$ cat config.mk
export PLATFORM = sky130hd
export DESIGN_NAME = rtg_guard
export DESIGN_NICKNAME = d
export VERILOG_FILES = /design/src/include/rtg_pkg.sv /design/src/hw/rtg_sync3.sv /design/src/hw/rtg_timekeep.sv /design/src/hw/rtg_guard.sv
export SDC_FILE = /design/constraint.sdc
export NUM_CORES = 1
export LEC_CHECK = 0
export BUFFER_PORTS_ARGS = -buffer_cell sky130_fd_sc_hd__buf_2
export CAP_MARGIN = 5
export CORE_MARGIN = 3
export CORE_UTILIZATION = 35
export CTS_BUF_LIST = sky130_fd_sc_hd__clkbuf_4 sky130_fd_sc_hd__clkbuf_8 sky130_fd_sc_hd__clkbuf_16
export DETAILED_ROUTE_END_ITERATION = 7
export GPL_ROUTABILITY_DRIVEN = 0
export PLACE_DENSITY = 0.56
export SLEW_MARGIN = 20
export SYNTH_ARGS = -nofsm -noshare
export SYNTH_HDL_FRONTEND = slang
export SYNTH_SLANG_ARGS = --single-unit
$ cat constraint.sdc
create_clock -name hclk -period 7.7 [get_ports hclk]
set_input_delay 1.54 -clock hclk [delete_from_list [all_inputs] [get_ports hclk]]
set_output_delay 1.54 -clock hclk [all_outputs]
set_load 0.03 [all_outputs]
$ cat src/include/rtg_pkg.sv
// rtg_pkg: register map, field positions, reset values and types of the clock guard
package rtg_pkg;

  // register byte offsets on the bus
  localparam logic [7:0] OFS_CTRL = 8'h00;
  localparam logic [7:0] OFS_ACTL = 8'h04;
  localparam logic [7:0] OFS_TIME = 8'h08;
  localparam logic [7:0] OFS_DATE = 8'h0c;
  localparam logic [7:0] OFS_ATIME = 8'h10;
  localparam logic [7:0] OFS_ADATE = 8'h14;

  // clock_control_reg bits
  localparam int CTRL_ON_BIT = 15;
  localparam int CTRL_WREN_BIT = 3;
  localparam int CTRL_ROLL_BIT = 2;
  localparam int CTRL_HALF_BIT = 1;
  localparam int CTRL_OE_BIT = 0;

  // alarm_control_reg bits and values
  localparam int ACTL_EN_BIT = 15;
  localparam int ACTL_SYNC_BIT = 12;
  localparam int ACTL_MASK_LSB = 8;
  localparam logic [15:0] ACTL_RST = 16'h0000;
  localparam logic [15:0] ACTL_WMASK = 16'hefff;
  localparam logic [3:0] ALARM_INTERVAL_MASK_HALF = 4'h0;

  // time and date layouts, all bcd
  localparam int SEC_LSB = 8;
  localparam int MIN_LSB = 16;
  localparam int HOUR_LSB = 24;
  localparam int WDAY_LSB = 0;
  localparam int DAY_LSB = 8;
  localparam int MON_LSB = 16;
  localparam int YEAR_LSB = 24;
  localparam logic [31:0] TIME_WMASK = 32'h3f7f7f00;
  localparam logic [31:0] DATE_WMASK = 32'hff1f3f07;
  localparam logic [31:0] TIME_RST = 32'h00000000;
  localparam logic [31:0] DATE_RST = 32'h00010106;

  localparam logic [7:0] BCD_ZERO = 8'h00;
  localparam logic [7:0] BCD_ONE = 8'h01;
  localparam logic [7:0] SEC_MAX = 8'h59;
  localparam logic [7:0] MIN_MAX = 8'h59;
  localparam logic [7:0] HOUR_MAX = 8'h23;
  localparam logic [7:0] MON_MAX = 8'h12;
  localparam logic [7:0] YEAR_MAX = 8'h99;
  localparam logic [7:0] MON_FEB = 8'h02;
  localparam logic [7:0] MON_APR = 8'h04;
  localparam logic [7:0] MON_JUN = 8'h06;
  localparam logic [7:0] MON_SEP = 8'h09;
  localparam logic [7:0] MON_NOV = 8'h11;
  localparam logic [7:0] DAYS_28 = 8'h28;
  localparam logic [7:0] DAYS_29 = 8'h29;
  localparam logic [7:0] DAYS_30 = 8'h30;
  localparam logic [7:0] DAYS_31 = 8'h31;
  localparam logic [2:0] WDAY_MAX = 3'h6;

  // secondary oscillator prescaler: 2^15 ticks per second
  localparam int PRESC_W = 15;
  localparam int ROLL_WIN_TICKS = 32;

  localparam logic [2:0] HSIZE_WORD = 3'h2;

  typedef enum logic [1:0] {
    BUS_IDLE = 2'b01,
    BUS_WAIT = 2'b10
  } rtg_bus_t;

endpackage

$ cat src/hw/rtg_sync3.sv
// rtg_sync3: three-flop pin synchroniser, a change counts when stages two and three agree
`timescale 1ns/1ps
module rtg_sync3
  import rtg_pkg::*;
#(
  parameter int W = 1,
  parameter logic [W-1:0] INIT = '0
) (
  input wire logic clk,
  input wire logic rstn,
  input wire logic [W-1:0] d,
  output logic [W-1:0] q
);
  typedef struct packed {
    logic [W-1:0] f1;
    logic [W-1:0] f2;
    logic [W-1:0] f3;
    logic [W-1:0] q;
  } rtg_sync_t;

  rtg_sync_t s;
  rtg_sync_t next_s;

  always_comb begin
    next_s = s;
    next_s.f1 = d;
    next_s.f2 = s.f1;
    next_s.f3 = s.f2;
    for (int i = 0; i < W; i++) begin
      if (s.f2[i] == s.f3[i]) begin
        next_s.q[i] = s.f3[i];
      end
    end
  end

  always_ff @(posedge clk or negedge rstn) begin
    if (!rstn) begin
      s <= '{f1: INIT, f2: INIT, f3: INIT, q: INIT};
    end else begin
      s <= next_s;
    end
  end

  assign q = s.q;
endmodule

$ cat src/hw/rtg_timekeep.sv
// rtg_timekeep: backup-domain prescaler, time and calendar counting chain
`timescale 1ns/1ps
module rtg_timekeep
  import rtg_pkg::*;
#(
  parameter int PRESC_WIDTH = PRESC_W,
  parameter int ROLL_WIN = ROLL_WIN_TICKS
) (
  input wire logic clk,
  input wire logic bat_rstn,
  input wire logic sosc_level,
  input wire logic on_wr,
  input wire logic on_wdata,
  input wire logic time_wr,
  input wire logic date_wr,
  input wire logic [31:0] wdata,
  output logic on,
  output logic half_sec,
  output logic roll_window,
  output logic roll_busy,
  output logic [31:0] cur_time,
  output logic [31:0] cur_date
);
  localparam logic [PRESC_WIDTH-1:0] PRE_MAX = '1;
  localparam logic [PRESC_WIDTH-1:0] ROLL_START = PRE_MAX - PRESC_WIDTH'(ROLL_WIN - 1);

  typedef struct packed {
    logic on;
    logic sosc_q;
    logic [PRESC_WIDTH-1:0] pre;
    logic [31:0] tm;
    logic [31:0] dt;
  } rtg_tk_t;

  rtg_tk_t s;
  rtg_tk_t next_s;
  logic tick, sec_c, min_c, hr_c, day_c, mon_c, yr_c, leap;
  logic [7:0] dlen;

  function automatic logic [7:0] bcd_next(input logic [7:0] v, input logic [7:0] lo,
                                          input logic [7:0] hi);
    if (v >= hi) return lo;
    if (v[3:0] == 4'h9) return {v[7:4] + 4'h1, 4'h0};
    return v + BCD_ONE;
  endfunction

  // bcd year 00..99 maps onto 2000..2099, where every multiple of four is leap
  assign leap = s.dt[YEAR_LSB+4] ? (s.dt[YEAR_LSB +: 4] == 4'h2 || s.dt[YEAR_LSB +: 4] == 4'h6)
              : (s.dt[YEAR_LSB +: 4] == 4'h0 || s.dt[YEAR_LSB +: 4] == 4'h4 ||
                 s.dt[YEAR_LSB +: 4] == 4'h8); // see RL11
  assign dlen = (s.dt[MON_LSB +: 8] == MON_FEB) ? (leap ? DAYS_29 : DAYS_28)
              : (s.dt[MON_LSB +: 8] == MON_APR || s.dt[MON_LSB +: 8] == MON_JUN ||
                 s.dt[MON_LSB +: 8] == MON_SEP || s.dt[MON_LSB +: 8] == MON_NOV) ? DAYS_30
              : DAYS_31;

  assign tick = s.on && sosc_level && !s.sosc_q;
  assign sec_c = tick && s.pre == PRE_MAX;
  assign min_c = sec_c && s.tm[SEC_LSB +: 8] == SEC_MAX;
  assign hr_c = min_c && s.tm[MIN_LSB +: 8] == MIN_MAX;
  assign day_c = hr_c && s.tm[HOUR_LSB +: 8] == HOUR_MAX;
  assign mon_c = day_c && s.dt[DAY_LSB +: 8] >= dlen;
  assign yr_c = mon_c && s.dt[MON_LSB +: 8] == MON_MAX;

  always_comb begin
    next_s = s;
    next_s.sosc_q = sosc_level;
    if (tick) begin
      next_s.pre = s.pre + 1'b1;
    end
    if (sec_c) next_s.tm[SEC_LSB +: 8] = bcd_next(s.tm[SEC_LSB +: 8], BCD_ZERO, SEC_MAX);
    if (min_c) next_s.tm[MIN_LSB +: 8] = bcd_next(s.tm[MIN_LSB +: 8], BCD_ZERO, MIN_MAX);
    if (hr_c) next_s.tm[HOUR_LSB +: 8] = bcd_next(s.tm[HOUR_LSB +: 8], BCD_ZERO, HOUR_MAX);
    if (day_c) begin
      next_s.dt[DAY_LSB +: 8] = bcd_next(s.dt[DAY_LSB +: 8], BCD_ONE, dlen);
      // weekday only advances, it is never derived from the date
      next_s.dt[WDAY_LSB +: 3] = (s.dt[WDAY_LSB +: 3] >= WDAY_MAX) ? 3'h0
                               : s.dt[WDAY_LSB +: 3] + 3'h1; // see RL10 see RL23
    end
    if (mon_c) next_s.dt[MON_LSB +: 8] = bcd_next(s.dt[MON_LSB +: 8], BCD_ONE, MON_MAX);
    if (yr_c) next_s.dt[YEAR_LSB +: 8] = bcd_next(s.dt[YEAR_LSB +: 8], BCD_ZERO, YEAR_MAX);
    if (on_wr) next_s.on = on_wdata;
    if (time_wr) begin
      next_s.tm = wdata & TIME_WMASK;
      next_s.pre = '0; // see RL4
    end
    if (date_wr) next_s.dt = wdata & DATE_WMASK;
  end

  // only the backup supply reset touches this state, never a device reset
  always_ff @(posedge clk or negedge bat_rstn) begin // see RL2 see RL3 see RL4
    if (!bat_rstn) begin
      s <= '{on: 1'b0, sosc_q: 1'b0, pre: '0, tm: TIME_RST, dt: DATE_RST};
    end else begin
      s <= next_s;
    end
  end

  assign on = s.on;
  assign half_sec = s.on && s.pre[PRESC_WIDTH-1]; // see RL6
  assign roll_window = s.on && s.pre >= ROLL_START; // see RL6
  assign roll_busy = s.on && sosc_level && s.pre == PRE_MAX;
  assign cur_time = s.tm;
  assign cur_date = s.dt;
endmodule

$ cat src/hw/rtg_guard.sv
// rtg_guard: clock and calendar register block with reset and update guards, AHB-Lite slave
//
// Behaviour
// RL1: device reset returns alarm control to reset
// RL2: enabled timekeeping survives device reset
// RL3: power-on reset leaves time and date alone
// RL4: prescaler cleared only by seconds field write
// RL5: watchdog reset acts as device reset
// RL6: enable low clears and holds sync flags
// RL7: clock pin driven only when enabled and on
// RL8: external reset pin leaves timekeeping running
// RL9: output enable low releases the clock pin
// RL10: weekday written by software, advanced per day
// RL11: leap years 2000 to 2099 detected automatically
// RL12: software writes only valid calendar dates
// RL13: disabled module allows free time writes
// RL14: enabled module: update only outside rollover window
// RL15: alarm write during busy rollover is dropped
// RL16: half-second alarm: update only without alarm sync
// RL17: time and date writes need write enable
// RL18: software masks interrupts during time updates
// RL19: alarm registers written only without alarm sync
// RL20: alarm control fields follow same sync restriction
// RL21: write enable clears freely, sets only unlocked
// RL22: software double-reads for a coherent value
// RL23: weekday counts zero to six and wraps
//
// The implementer's own choices: the register addresses and the AHB-Lite slave port.
`timescale 1ns/1ps
module rtg_guard
  import rtg_pkg::*;
#(
  parameter int PRESC_WIDTH = PRESC_W,
  parameter int ROLL_WIN = ROLL_WIN_TICKS
) (
  input wire logic hclk,
  input wire logic hresetn,
  input wire logic bat_rstn,
  input wire logic wdt_reset,
  input wire logic external_reset_pin_n,
  input wire logic sosc_in,
  input wire logic unlock_ok,
  input wire logic hsel,
  input wire logic [31:0] haddr,
  input wire logic [1:0] htrans,
  input wire logic hwrite,
  input wire logic [2:0] hsize,
  input wire logic [31:0] hwdata,
  input wire logic hready,
  output logic hreadyout,
  output logic hresp,
  output logic [31:0] hrdata,
  output logic clock_pin_o,
  output logic clock_pin_oe
);
  localparam int PIN_SOSC = 0;
  localparam int PIN_XRST = 1;

  typedef struct packed {
    rtg_bus_t state;
    logic hreadyout;
    logic [31:0] hrdata;
    logic dp_write;
    logic dp_word;
    logic dp_map;
    logic [7:0] dp_addr;
    logic oe;
    logic wren;
    logic [15:0] actl;
    logic [31:0] atime;
    logic [31:0] adate;
    logic pin_o;
    logic pin_oe;
  } rtg_main_t;

  localparam rtg_main_t MAIN_RST = '{state: BUS_IDLE, hreadyout: 1'b1, actl: ACTL_RST,
                                     default: '0};

  rtg_main_t s;
  rtg_main_t next_s;

  logic [1:0] pin_lvl;
  logic soft_rst;
  logic bus_take;
  logic dp_wr_go;
  logic wr_ctrl, wr_actl, wr_time, wr_date, wr_atime, wr_adate;
  logic tk_time_wr, tk_date_wr, on_wr;
  logic tk_on, tk_half_sec, tk_roll_window, tk_roll_busy;
  logic alarm_sync;
  logic [31:0] tk_time, tk_date;
  logic [31:0] ctrl_rd, actl_rd;

  // pins cross on the backup reset so a held external reset cannot stop the oscillator
  rtg_sync3 #(
    .W(2),
    .INIT(2'b10)
  ) u_pin_sync (
    .clk(hclk),
    .rstn(bat_rstn),
    .d({external_reset_pin_n, sosc_in}),
    .q(pin_lvl)
  );

  // watchdog and external pin reset the same state as hresetn, synchronously
  assign soft_rst = wdt_reset || !pin_lvl[PIN_XRST]; // see RL5

  assign bus_take = s.state == BUS_IDLE && hsel && htrans[1] && hready;
  // sub-word writes are ignored rather than merged
  assign dp_wr_go = s.state == BUS_WAIT && s.dp_write && s.dp_word && s.dp_map;
  assign wr_ctrl = dp_wr_go && s.dp_addr == OFS_CTRL;
  assign wr_actl = dp_wr_go && s.dp_addr == OFS_ACTL;
  assign wr_time = dp_wr_go && s.dp_addr == OFS_TIME;
  assign wr_date = dp_wr_go && s.dp_addr == OFS_DATE;
  assign wr_atime = dp_wr_go && s.dp_addr == OFS_ATIME;
  assign wr_adate = dp_wr_go && s.dp_addr == OFS_ADATE;

  assign on_wr = wr_ctrl;
  assign tk_time_wr = wr_time && s.wren; // see RL17
  assign tk_date_wr = wr_date && s.wren; // see RL17

  rtg_timekeep #(
    .PRESC_WIDTH(PRESC_WIDTH),
    .ROLL_WIN(ROLL_WIN)
  ) u_timekeep (
    .clk(hclk),
    .bat_rstn(bat_rstn),
    .sosc_level(pin_lvl[PIN_SOSC]), // see RL8
    .on_wr(on_wr),
    .on_wdata(hwdata[CTRL_ON_BIT]),
    .time_wr(tk_time_wr),
    .date_wr(tk_date_wr),
    .wdata(hwdata),
    .on(tk_on),
    .half_sec(tk_half_sec),
    .roll_window(tk_roll_window),
    .roll_busy(tk_roll_busy),
    .cur_time(tk_time),
    .cur_date(tk_date)
  );

  // flags are gated by the enable so they drop the instant it clears
  assign alarm_sync = tk_on && s.actl[ACTL_EN_BIT] && tk_roll_window; // see RL6

  always_comb begin
    ctrl_rd = 32'h0;
    ctrl_rd[CTRL_ON_BIT] = tk_on;
    ctrl_rd[CTRL_WREN_BIT] = s.wren;
    ctrl_rd[CTRL_ROLL_BIT] = tk_roll_window;
    ctrl_rd[CTRL_HALF_BIT] = tk_half_sec;
    ctrl_rd[CTRL_OE_BIT] = s.oe;
    actl_rd = {16'h0, s.actl};
    actl_rd[ACTL_SYNC_BIT] = alarm_sync;

    next_s = s;
    // seconds clock on the pin; enable masks the output enable
    next_s.pin_oe = tk_on && s.oe; // see RL7 see RL9
    next_s.pin_o = tk_on && s.oe && tk_half_sec; // see RL7
    unique case (s.state)
      BUS_IDLE: begin
        if (bus_take) begin
          next_s.state = BUS_WAIT;
          next_s.hreadyout = 1'b0;
          next_s.dp_write = hwrite;
          next_s.dp_word = hsize == HSIZE_WORD;
          next_s.dp_map = haddr[31:8] == 24'h0;
          next_s.dp_addr = haddr[7:0];
        end
      end
      BUS_WAIT: begin
        next_s.state = BUS_IDLE;
        next_s.hreadyout = 1'b1;
        next_s.hrdata = 32'h0;
        if (!s.dp_write && s.dp_map) begin
          case (s.dp_addr)
            OFS_CTRL: next_s.hrdata = ctrl_rd;
            OFS_ACTL: next_s.hrdata = actl_rd;
            OFS_TIME: next_s.hrdata = tk_time;
            OFS_DATE: next_s.hrdata = tk_date;
            OFS_ATIME: next_s.hrdata = s.atime;
            OFS_ADATE: next_s.hrdata = s.adate;
            default: next_s.hrdata = 32'h0;
          endcase
        end
        if (wr_ctrl) begin
          next_s.oe = hwdata[CTRL_OE_BIT];
          if (!hwdata[CTRL_WREN_BIT]) begin
            next_s.wren = 1'b0; // see RL21
          end else if (unlock_ok) begin
            next_s.wren = 1'b1; // see RL21
          end
        end
        if (wr_actl) begin
          next_s.actl = hwdata[15:0] & ACTL_WMASK;
        end
        // a write racing the rollover edge is lost with no trace
        if (wr_atime && !tk_roll_busy) begin // see RL15
          next_s.atime = hwdata & TIME_WMASK;
        end
        if (wr_adate && !tk_roll_busy) begin // see RL15
          next_s.adate = hwdata & DATE_WMASK;
        end
      end
      default: next_s = MAIN_RST;
    endcase
    if (soft_rst) begin
      next_s = MAIN_RST; // see RL1 see RL5
    end
  end

  always_ff @(posedge hclk or negedge hresetn) begin
    if (!hresetn) begin
      s <= MAIN_RST; // see RL1
    end else begin
      s <= next_s;
    end
  end

  assign hreadyout = s.hreadyout;
  assign hresp = 1'b0;
  assign hrdata = s.hrdata;
  assign clock_pin_o = s.pin_o;
  assign clock_pin_oe = s.pin_oe;
endmodule

======== After elaboration in Yosys (flattened, before gate mapping) ========
Index checks and enable logic that the tools add are counted.
operators by class
  add/sub/neg operators ................... 14
  $lt $le $gt $ge ......................... 8
  eq/ne operators ......................... 38
  multiplexer cells ....................... 85
  reduce and logical (&&, ||, !) cells .... 60
operators by type and width
  kind                                                                                  count
  8-bit two-way mux                                                                     31
  32-bit one-hot mux with 6 select lines                                                1
  82-bit one-hot mux with 2 select lines                                                1
  130-bit two-way mux                                                                   1
  32-bit two-way mux                                                                    4
  32-bit one-hot mux with 2 select lines                                                1
  8-bit by 1-bit adder with 8-bit output (second input constant)                        6
  47-bit two-way mux                                                                    1
  1-bit two-way mux                                                                     35
  8-bit by 5-bit == test with 1-bit output (second input constant)                      4
  1-bit logical AND                                                                     32
  4-bit == test (second input constant)                                                 7
  4-bit by 1-bit adder with 4-bit output (second input constant)                        6
  8-bit by 3-bit == test with 1-bit output (second input constant)                      3
  8-bit by 4-bit == test with 1-bit output (second input constant)                      3
  24-bit zero test                                                                      1
  11-bit one-hot mux with 2 select lines                                                1
  8-bit by 7-bit == test with 1-bit output (second input constant)                      2
  8-bit by 7-bit greater-or-equal comparator with 1-bit output (second input constant)  2
  16-bit two-way mux                                                                    1
  15-bit by 1-bit adder with 15-bit output (second input constant)                      1
  15-bit == test (second input constant)                                                1
  15-bit greater-or-equal comparator (second input constant)                            1
  15-bit two-way mux                                                                    1
  29 further kinds                                                                      58
word-level totals
  register bits after elaboration ......... 206
  input port bits ......................... 79
  output and inout port bits .............. 36
  logic and storage cells ................. 233

======== Logic depth before layout (Yosys ltp) ========
Gate-level depths: netlist of the first run.
  depth in word-level cells ............... 16
  mapped depth ............................ 15

======== Modules after synthesis ========
Synthesis of the first run repeated with hierarchy kept, for this count alone.
unflattened totals
  cell total of the unflattened synthesis .. 1,120
  area total of the unflattened synthesis .. 10,842.9 um2
by module, submodules not included
  module        instances  cells an instance  area an instance (um2)
  rtg_guard     1          523                5,514.0
  rtg_timekeep  1          585                5,086.1
  rtg_sync3     1          12                 242.7

======== Least setup slack after synthesis of the first run ========
OpenSTA, ideal clock, no wires.
  path kind ............................... register to register
  start point ............................. register u_timekeep.s, in the netlist u_timekeep.cur_date[26]
  end point ............................... register u_timekeep.s, in the netlist u_timekeep.cur_date[24]
  library setup time ...................... 0.125 ns
  arrival time ............................ 3.189 ns
  data required time ...................... 7.575 ns
  slack ................................... 4.387 ns
  stages on the path, launching flop included .. 16
  path buffers ............................ 2
  clock period less this slack ............ 3.313 ns
  cell sequence ........................... dfrtp_1 -> clkbuf_1 -> or2_2 -> o22ai_1 -> nand2b_1 -> a21oi_1 -> o22ai_1 -> nand2_1 -> ha_1 -> or4b_2 -> a21oi_1 -> o211a_1 -> buf_2 -> nor3_1 -> nor2_2 -> mux2_2
on the way
  longest elaborated chain between the ends .. 10
  elaborated cells between the ends (all ways) .. 27
ends and longest elaborated chain
  what                                                                                line                text
  from (decl)                                                                         rtg_timekeep.sv:35  rtg_tk_t s;
  from (signal assigned)                                                              rtg_timekeep.sv:92  s <= '{on: 1'b0, sosc_q: 1'b0, pre: '0, tm: TIME_RST, dt: DATE_RST};
  from (signal assigned)                                                              rtg_timekeep.sv:94  s <= next_s;
  4-bit by 3-bit == test with 1-bit output / 4-bit zero test (equally long branches)  rtg_timekeep.sv:49  : (s.dt[YEAR_LSB +: 4] == 4'h0 || s.dt[YEAR_LSB +: 4] == 4'h4 ||
  1-bit logical OR (2 in series)                                                      rtg_timekeep.sv:49
  1-bit two-way mux                                                                   rtg_timekeep.sv:48  assign leap = s.dt[YEAR_LSB+4] ? (s.dt[YEAR_LSB +: 4] == 4'h2 || s.dt[YEAR_LSB +: 4] == 4'h6)
  1-bit two-way mux                                                                   rtg_timekeep.sv:51  assign dlen = (s.dt[MON_LSB +: 8] == MON_FEB) ? (leap ? DAYS_29 : DAYS_28)
  8-bit two-way mux                                                                   rtg_timekeep.sv:51
  8-bit greater-or-equal comparator                                                   rtg_timekeep.sv:61  assign mon_c = day_c && s.dt[DAY_LSB +: 8] >= dlen;
  1-bit logical AND                                                                   rtg_timekeep.sv:61
  1-bit logical AND                                                                   rtg_timekeep.sv:62  assign yr_c = mon_c && s.dt[MON_LSB +: 8] == MON_MAX;
  2-bit nonzero test (no source line)                                                 --
Several ways; a longest one is shown, not always the timed one. The select of a mux whose other input is x is not followed.
A chain may end at the register's enable or synchronous reset.

======== Final worst setup path of the first run ========
  start point ............................. register u_timekeep.s, in the netlist u_timekeep.cur_date[25]
  end point ............................... register u_timekeep.s, in the netlist u_timekeep.cur_date[31]
The elaborated chain is that of the path after synthesis.

==> results of run 1 <==
[routing by layer]
layer  up-vias  GRT usage  part of all wire
met2       227      0.273              0.44
met5         -          0           0.00046
li1       3879          -                 -
met1      3997      0.280              0.49
met4         2     0.0378            0.0096
met3        19     0.0320             0.059
[power groups by stage]
| stage | logic, W | registers (W) | clock network (W) |
|---|---|---|---|
| floorplan | 0.0000937 | 0.00101 | 0 |
| global placement | 0.000161 | 0.00102 | 0 |
| detailed placement | 0.000163 | 0.00102 | 0 |
| CTS | 0.000163 | 0.00101 | 0.000886 |
| global route | 0.000182 | 0.00101 | 0.000925 |
| finish | 0.000161 | 0.00101 | 0.000866 |
[logic make-up (layout without fill, tap and decap cells)]
logic type | Yosys count | count (layout) | share of synthesized area
simple gates | 375 | 375 | 0.190
mux | 22 | 22 | 0.0235
xor+xnor | 19 | 19 | 0.0170
flops | 182 | 182 | 0.465
fa+ha+maj | 27 | 27 | 0.0339
compound gates | 303 | 303 | 0.204
other cells | 1 | 1 | 0.000382
buf+inv | 131 | 177 | 0.0658
[final cells by class]
cell class                      count  area share
Multi-Input combinational cell    747       0.422
Clock buffer                       18      0.0395
Clock inverter                     14      0.0130
Inverter                           23     0.00788
Sequential cell                   182       0.417
Tap cell                          372      0.0425
Timing Repair Buffer              122      0.0587
[cells in the mapped netlist (9+ instances only)]
cell	instances	share of area
buf_2	12	0.0061
inv_1	23	0.0088
xor2_1	14	0.012
clkbuf_1	57	0.022
a22o_1	54	0.048
nand4_1	17	0.011
ha_1	25	0.032
mux2i_1	14	0.014
o21ai_0	99	0.050
a31oi_1	14	0.0089
nor2_1	71	0.027
nand3_1	21	0.011
nor4_1	15	0.0096
a21oi_1	54	0.028
dfrtp_1	173	0.44
dfstp_2	9	0.024
buf_4	33	0.025
a221oi_1	18	0.016
and3_1	11	0.0070
nor3_1	20	0.010
and2_1	9	0.0057
nand2_1	150	0.057
[how the worst min path moves through the flow]
stage	start	end	cells past startpoint
2_1_floorplan	u_pin_sync.next_s[4]	u_pin_sync.next_s[2]	0
3_3_place_gp	u_pin_sync.next_s[4]	u_pin_sync.next_s[2]	0
3_5_place_dp	u_pin_sync.next_s[4]	u_pin_sync.next_s[2]	0
4_1_cts	u_pin_sync.next_s[4]	u_pin_sync.next_s[2]	0
5_1_grt	u_pin_sync.next_s[5]	u_pin_sync.next_s[3]	0
6_report	u_pin_sync.next_s[4]	u_pin_sync.next_s[2]	0
[per-stage QoR]
| stage | setup WS (ns) | cells | util | instance area, um2 |
|---|---|---|---|---|
| after floorplan | 4.39 | 1060 | - | 9820 |
| after global placement | 3.48 | 1446 | 0.381 | 10400 |
| after detailed placement | 3.47 | 1446 | 0.381 | 10400 |
| after CTS | 3.84 | 1478 | 0.402 | 11000 |
| after global routing | 3.57 | 1478 | 0.402 | 11000 |
| final | 3.79 | 1478 | 0.402 | 11000 |
[cells in the final DEF, fill, tap and decap left out, types with 5 or more instances in the layout]
cell type  instances
dfrtp_1          173
nand2_1          150
buf_2            109
o21ai_0           98
nor2_1            71
a21oi_1           54
a22o_1            54
ha_1              25
inv_1             23
nand3_1           21
nor3_1            18
a221oi_1          18
nand4_1           17
clkbuf_16         17
nor4_1            15
mux2i_1           14
xor2_1            14
a31oi_1           14
buf_4             13
and3_1            11
dfstp_2            9
nand2b_1           8
and2_1             8
mux2_2             8
a22oi_1            8
nand3b_1           7
and4_1             6
a222oi_1           6
or3_1              6
nor2b_1            5
o22ai_1            5
or4_1              5
o21ai_1            5
a21o_1             5
xnor2_1            5
inv_6              5
[flip-flops by register name, summed over array words and instances, names as in the netlist, 2 cells and up]
| name | count |
|---|---|
| u_timekeep.s | 16 |
| u_timekeep.cur_time | 24 |
| actl_rd | 15 |
| u_pin_sync.next_s | 4 |
| ctrl_rd | 2 |
| u_pin_sync.s | 2 |
| hrdata | 32 |
| u_pin_sync.q | 2 |
| s | 55 |
| u_timekeep.cur_date | 27 |
[critical path, cell delays in order (launching register included)]
cell and delay [ns]:
dfrtp_1 0.52, or2_2 0.37, o22ai_1 0.14, nand2b_1 0.12
a21oi_1 0.16, o22ai_1 0.09, nand2_1 0.08, ha_1 0.21
or4b_2 0.60, a21oi_1 0.22, o211ai_1 0.26, a41oi_1 0.72
a21oi_1 0.09, o22a_1 0.21
==> impl_metrics.tcl, run 1 <==
set metrics [dict create \
    post-route-drc-count 0 \
    p_int_w 0.00149 \
    reg2reg_slack_ns 3.79 \
    switching_share 0.268 \
    multiInputGateArea_mm2 0.00462 \
    synthDistinctLibCells 70 \
    p_switching_w 0.000545 \
    diodes 0 \
    power.total_w 0.00203 \
    worstMarginPinSlew_ns 1.00 \
    r2r-end "u_timekeep.cur_date[31]" \
    clk_root_buffer_cell "clkbuf_16" \
    r2r_start "u_timekeep.cur_date[25]" \
    drt_iter0_markers 693 \
    fillers 2723 \
    start_util 0.360 \
    status "finished clean" \
    critical_path_class "reg2reg" \
    cp-end-kind "flip-flop" \
    netlist_area_mm2 0.00982 \
    clockPowerShare 0.426 \
    arrival_ns 4.22 \
    port_buffers 111 \
    coreArea_mm2 0.0273 \
    drive_gt1_frac 0.166 \
    std_cell_rows 60 \
    clk_pin_slew_ns 0.07 \
    ios 115 \
    ant_nets 0 \
    hold_viol_final 0 \
    finalMaxSlewViolations 0 \
    ir_drop_mv 0.140 \
    cts.htree.levels 4 \
    hpwl_um 19600 \
    grt_max_degree 69 \
    finalSetupViolations 0 \
    async_flop_share 1.00 \
    p_per_area_mw_per_mm2 186 \
    grt.overflow.total 0 \
    grt_setup_unrepaired "no" \
    die_w_um 173 \
    die_h_um 173 \
    mappedNetlistNets 1164 \
    slew_headroom 0.333 \
    cts_resized 0 \
    wl_per_cell_um 19.0 \
    cts_setup_buffers 0 \
    yosysWarningCount 0 \
    ys.flop_type "dfrtp_1" \
    ys_ff_latch 182 \
    vias 8124 \
    grt_pass1_vias 7636 \
    syn_inst 1060 \
    crit_start "u_timekeep.cur_date[25]" \
    first_pass_iters 5 \
    finClkSkew_ns 0.0164 \
    antenna_found_initial 1 \
    regArea_mm2 0.00457 \
    finalWirelength_um 28200 \
    drt-vias-per-instance 5.50 \
    synth-edff-count 0 \
    grt_pass1_wl_um 44400 \
    syn-mean-instance-area_um2 9.26 \
    cp_max_fo 11 \
    area_delta_synth_final_pct 11.6 \
    cts_hold_buf 0 \
    cts_tree "built" \
    dieArea_mm2 0.0301 \
    power_frac_seq 0.495 \
    startpoint_type "flip-flop" \
    worst_hold_slack_ns 0.351 \
    p_leak_nw 4.86 \
    min_period_ns 3.91 \
    track_usage 0.184 \
    fmax_ghz 0.256 \
    ys_seq_area_frac 0.465 \
    p_comb_frac 0.079 \
    ff2ff_path_depth 13 \
    maxCapViolations 0 \
    hold_class "reg2reg" \
    crit_end "u_timekeep.cur_date[31]" \
    numCtsBuffers 17 \
    clock_latency_ns 0.43 \
    clockBufferDepth 2 \
    period_share 0.508 \
    numClockSinks 182 \
    final_net_count 1197 \
    finalSetupTns_ns 0 \
    crit_required_ns 8.01 \
]
No activity file was read; power rests on OpenSTA's default activity.
==> run 2: changes to the inputs <==
==> constraint.sdc (replaced) <==
create_clock -name hclk -period 3.75 [get_ports hclk]
set_input_delay 0.75 -clock hclk [delete_from_list [all_inputs] [get_ports hclk]]
set_output_delay 0.75 -clock hclk [all_outputs]
set_load 0.03 [all_outputs]
==> run 2 against run 1 <==
  * Combinational power up 120%
  * Total power up 110%
  * Sequential cell count unchanged
  * Wire length down 0.97%
  * First-iteration DRC count up 1.2%
  * Clock power up 110%
  * Non-clock buffer count up 23
  * Maximum frequency up 16%
  * Die area unchanged
  * Global-route usage about the same
  * Critical path type unchanged
==> impl_metrics.tcl, run 2 (synthesis gave the netlist of run 1 again) <==
set metrics [dict create \
    die_w_um 173 \
    fin_cells 1501 \
    drt-vias-per-instance 5.51 \
    wl_per_cell_um 18.6 \
    cts_setup_buffers 0 \
    power.total_w 0.00422 \
    ff2ff_path_depth 13 \
    hold_viol_final 0 \
    antenna_found_initial 1 \
    p_comb_frac 0.083 \
    slowest_delay_ns 0.60 \
    arrival_ns 3.68 \
    regMostFlops "s" \
    maxCapViolations 0 \
    grt_setup_unrepaired "no" \
    numClockSinks 182 \
    final_common_cell "dfrtp_1" \
    finClkSkew_ns 0.0153 \
    first_pass_iters 5 \
    crit_chain "xor2_1, o22ai_1, nand2b_1, a21oi_1, o22ai_1, nand2_1, ha_1, or4b_2, a21oi_1, o211a_1, nor3_1, nor2_2, mux2_2" \
    start_util 0.360 \
    critical_path_class "reg2reg" \
    clockPowerShare 0.427 \
    reg2reg_slack_ns 0.39 \
    finalWirelength_um 27900 \
    std_cell_rows 60 \
    cts_hold_buf 0 \
    cts_tree "built" \
    track_usage 0.184 \
    status "finished clean" \
    r2r_start "u_timekeep.cur_date[28]" \
    ios 115 \
    dp_cells 1468 \
    drt_iter0_markers 701 \
    port_buffers 111 \
    die_h_um 173 \
    grt.overflow.total 0 \
    switching_share 0.279 \
    p_per_area_mw_per_mm2 377 \
    cp-end-kind "flip-flop" \
    p_leak_nw 5.00 \
    dieArea_mm2 0.0301 \
    drive_gt1_frac 0.183 \
    multiInputGateArea_mm2 0.00462 \
    power_frac_seq 0.490 \
    coreArea_mm2 0.0273 \
    clockBufferDepth 2 \
    hpwl_um 19900 \
    min_period_ns 3.36 \
    ir_drop_mv 0.329 \
    period_share 0.896 \
    vias 8270 \
    fillers 2733 \
    final_net_count 1220 \
    grt_max_degree 77 \
    cts.htree.levels 4 \
    cp_max_fo 10 \
    largest_reg_flops 55 \
    clk_root_buffer_cell "clkbuf_16" \
    finalWorstSetupSlack_ns 0.389 \
    hold_class "in2async" \
    slowest_stage "or4b_2" \
    p_int_w 0.00304 \
    numCtsBuffers 17 \
    finalSetupViolations 0 \
    diodes 0 \
    r2r-end "u_timekeep.cur_date[29]" \
    clk_pin_slew_ns 0.08 \
    finalMaxSlewViolations 0 \
    area_delta_synth_final_pct 13.8 \
    post-route-drc-count 0 \
    ant_nets 0 \
    cts_resized 0 \
    finalSetupTns_ns 0 \
    startpoint_type "flip-flop" \
    grt_pass1_wl_um 44300 \
    grt_pass1_vias 7808 \
    fmax_ghz 0.297 \
    final_cell_mix "173 x dfrtp_1, 150 x nand2_1, 109 x buf_2" \
    slew_headroom 0.481 \
    clock_latency_ns 0.44 \
    p_switching_w 0.00118 \
    place_ws_ns 0.408 \
    crit_required_ns 4.07 \
    regArea_mm2 0.00457 \
    worstMarginPinSlew_ns 0.778 \
]
## run 2: stage by stage
stage                     area, um2   util  hold WS, ns
after floorplan                9820      -        0.331
after global placement        10600  0.388        0.334
after detailed placement      10600  0.388        0.336
after CTS                     11100  0.409        0.355
after global routing          11200  0.410        0.252
final                         11200  0.410        0.238
## run 2: layer usage
| layer | wire, um | up-vias | share of wire | GRT usage |
|---|---|---|---|---|
| met2 | 12300 | 204 | 0.44 | 0.269 |
| met4 | 230 | 2 | 0.0083 | 0.0426 |
| li1 | - | 3924 | - | - |
| met5 | 13 | - | 0.00047 | 0 |
| met1 | 13700 | 4124 | 0.49 | 0.281 |
| met3 | 1620 | 16 | 0.058 | 0.0318 |
## run 2: final cells by class
cell class,count,area share
multi-input combinational,747,0.414
sequential,182,0.409
timing repair buffer,145,0.0759
tap,372,0.0417
clock buffer,18,0.0393
clock inverter,14,0.0132
inverter,23,0.00773
## run 2: how the worst max path moves through the flow
stage	from	cells after the start	to
2_1_floorplan	u_timekeep.cur_date[26]	15	u_timekeep.cur_date[24]
3_3_place_gp	u_timekeep.cur_date[25]	13	u_timekeep.cur_date[24]
3_5_place_dp	u_timekeep.cur_date[25]	13	u_timekeep.cur_date[29]
4_1_cts	u_timekeep.cur_date[25]	13	u_timekeep.cur_date[29]
5_1_grt	u_timekeep.cur_date[25]	13	u_timekeep.cur_date[29]
6_report	u_timekeep.cur_date[28]	13	u_timekeep.cur_date[29]
## run 2: worst max-delay path, delay by kind of cell, from the launching register on
kind / cells / cell delay (ns)
simple gates: 5 / 1.10
compound gates: 5 / 0.84
flops: 1 / 0.51
mux: 1 / 0.38
fa+ha+maj: 1 / 0.21
xor+xnor: 1 / 0.19
## run 2: power groups by stage
stage          clock network [W]  registers, W  logic [W]
2_1_floorplan                  0       0.00207   0.000192
3_5_place_dp                   0       0.00210   0.000348
4_1_cts                  0.00184       0.00207   0.000349
3_3_place_gp                   0       0.00210   0.000345
6_report                 0.00180       0.00207   0.000350
5_1_grt                  0.00192       0.00207   0.000394
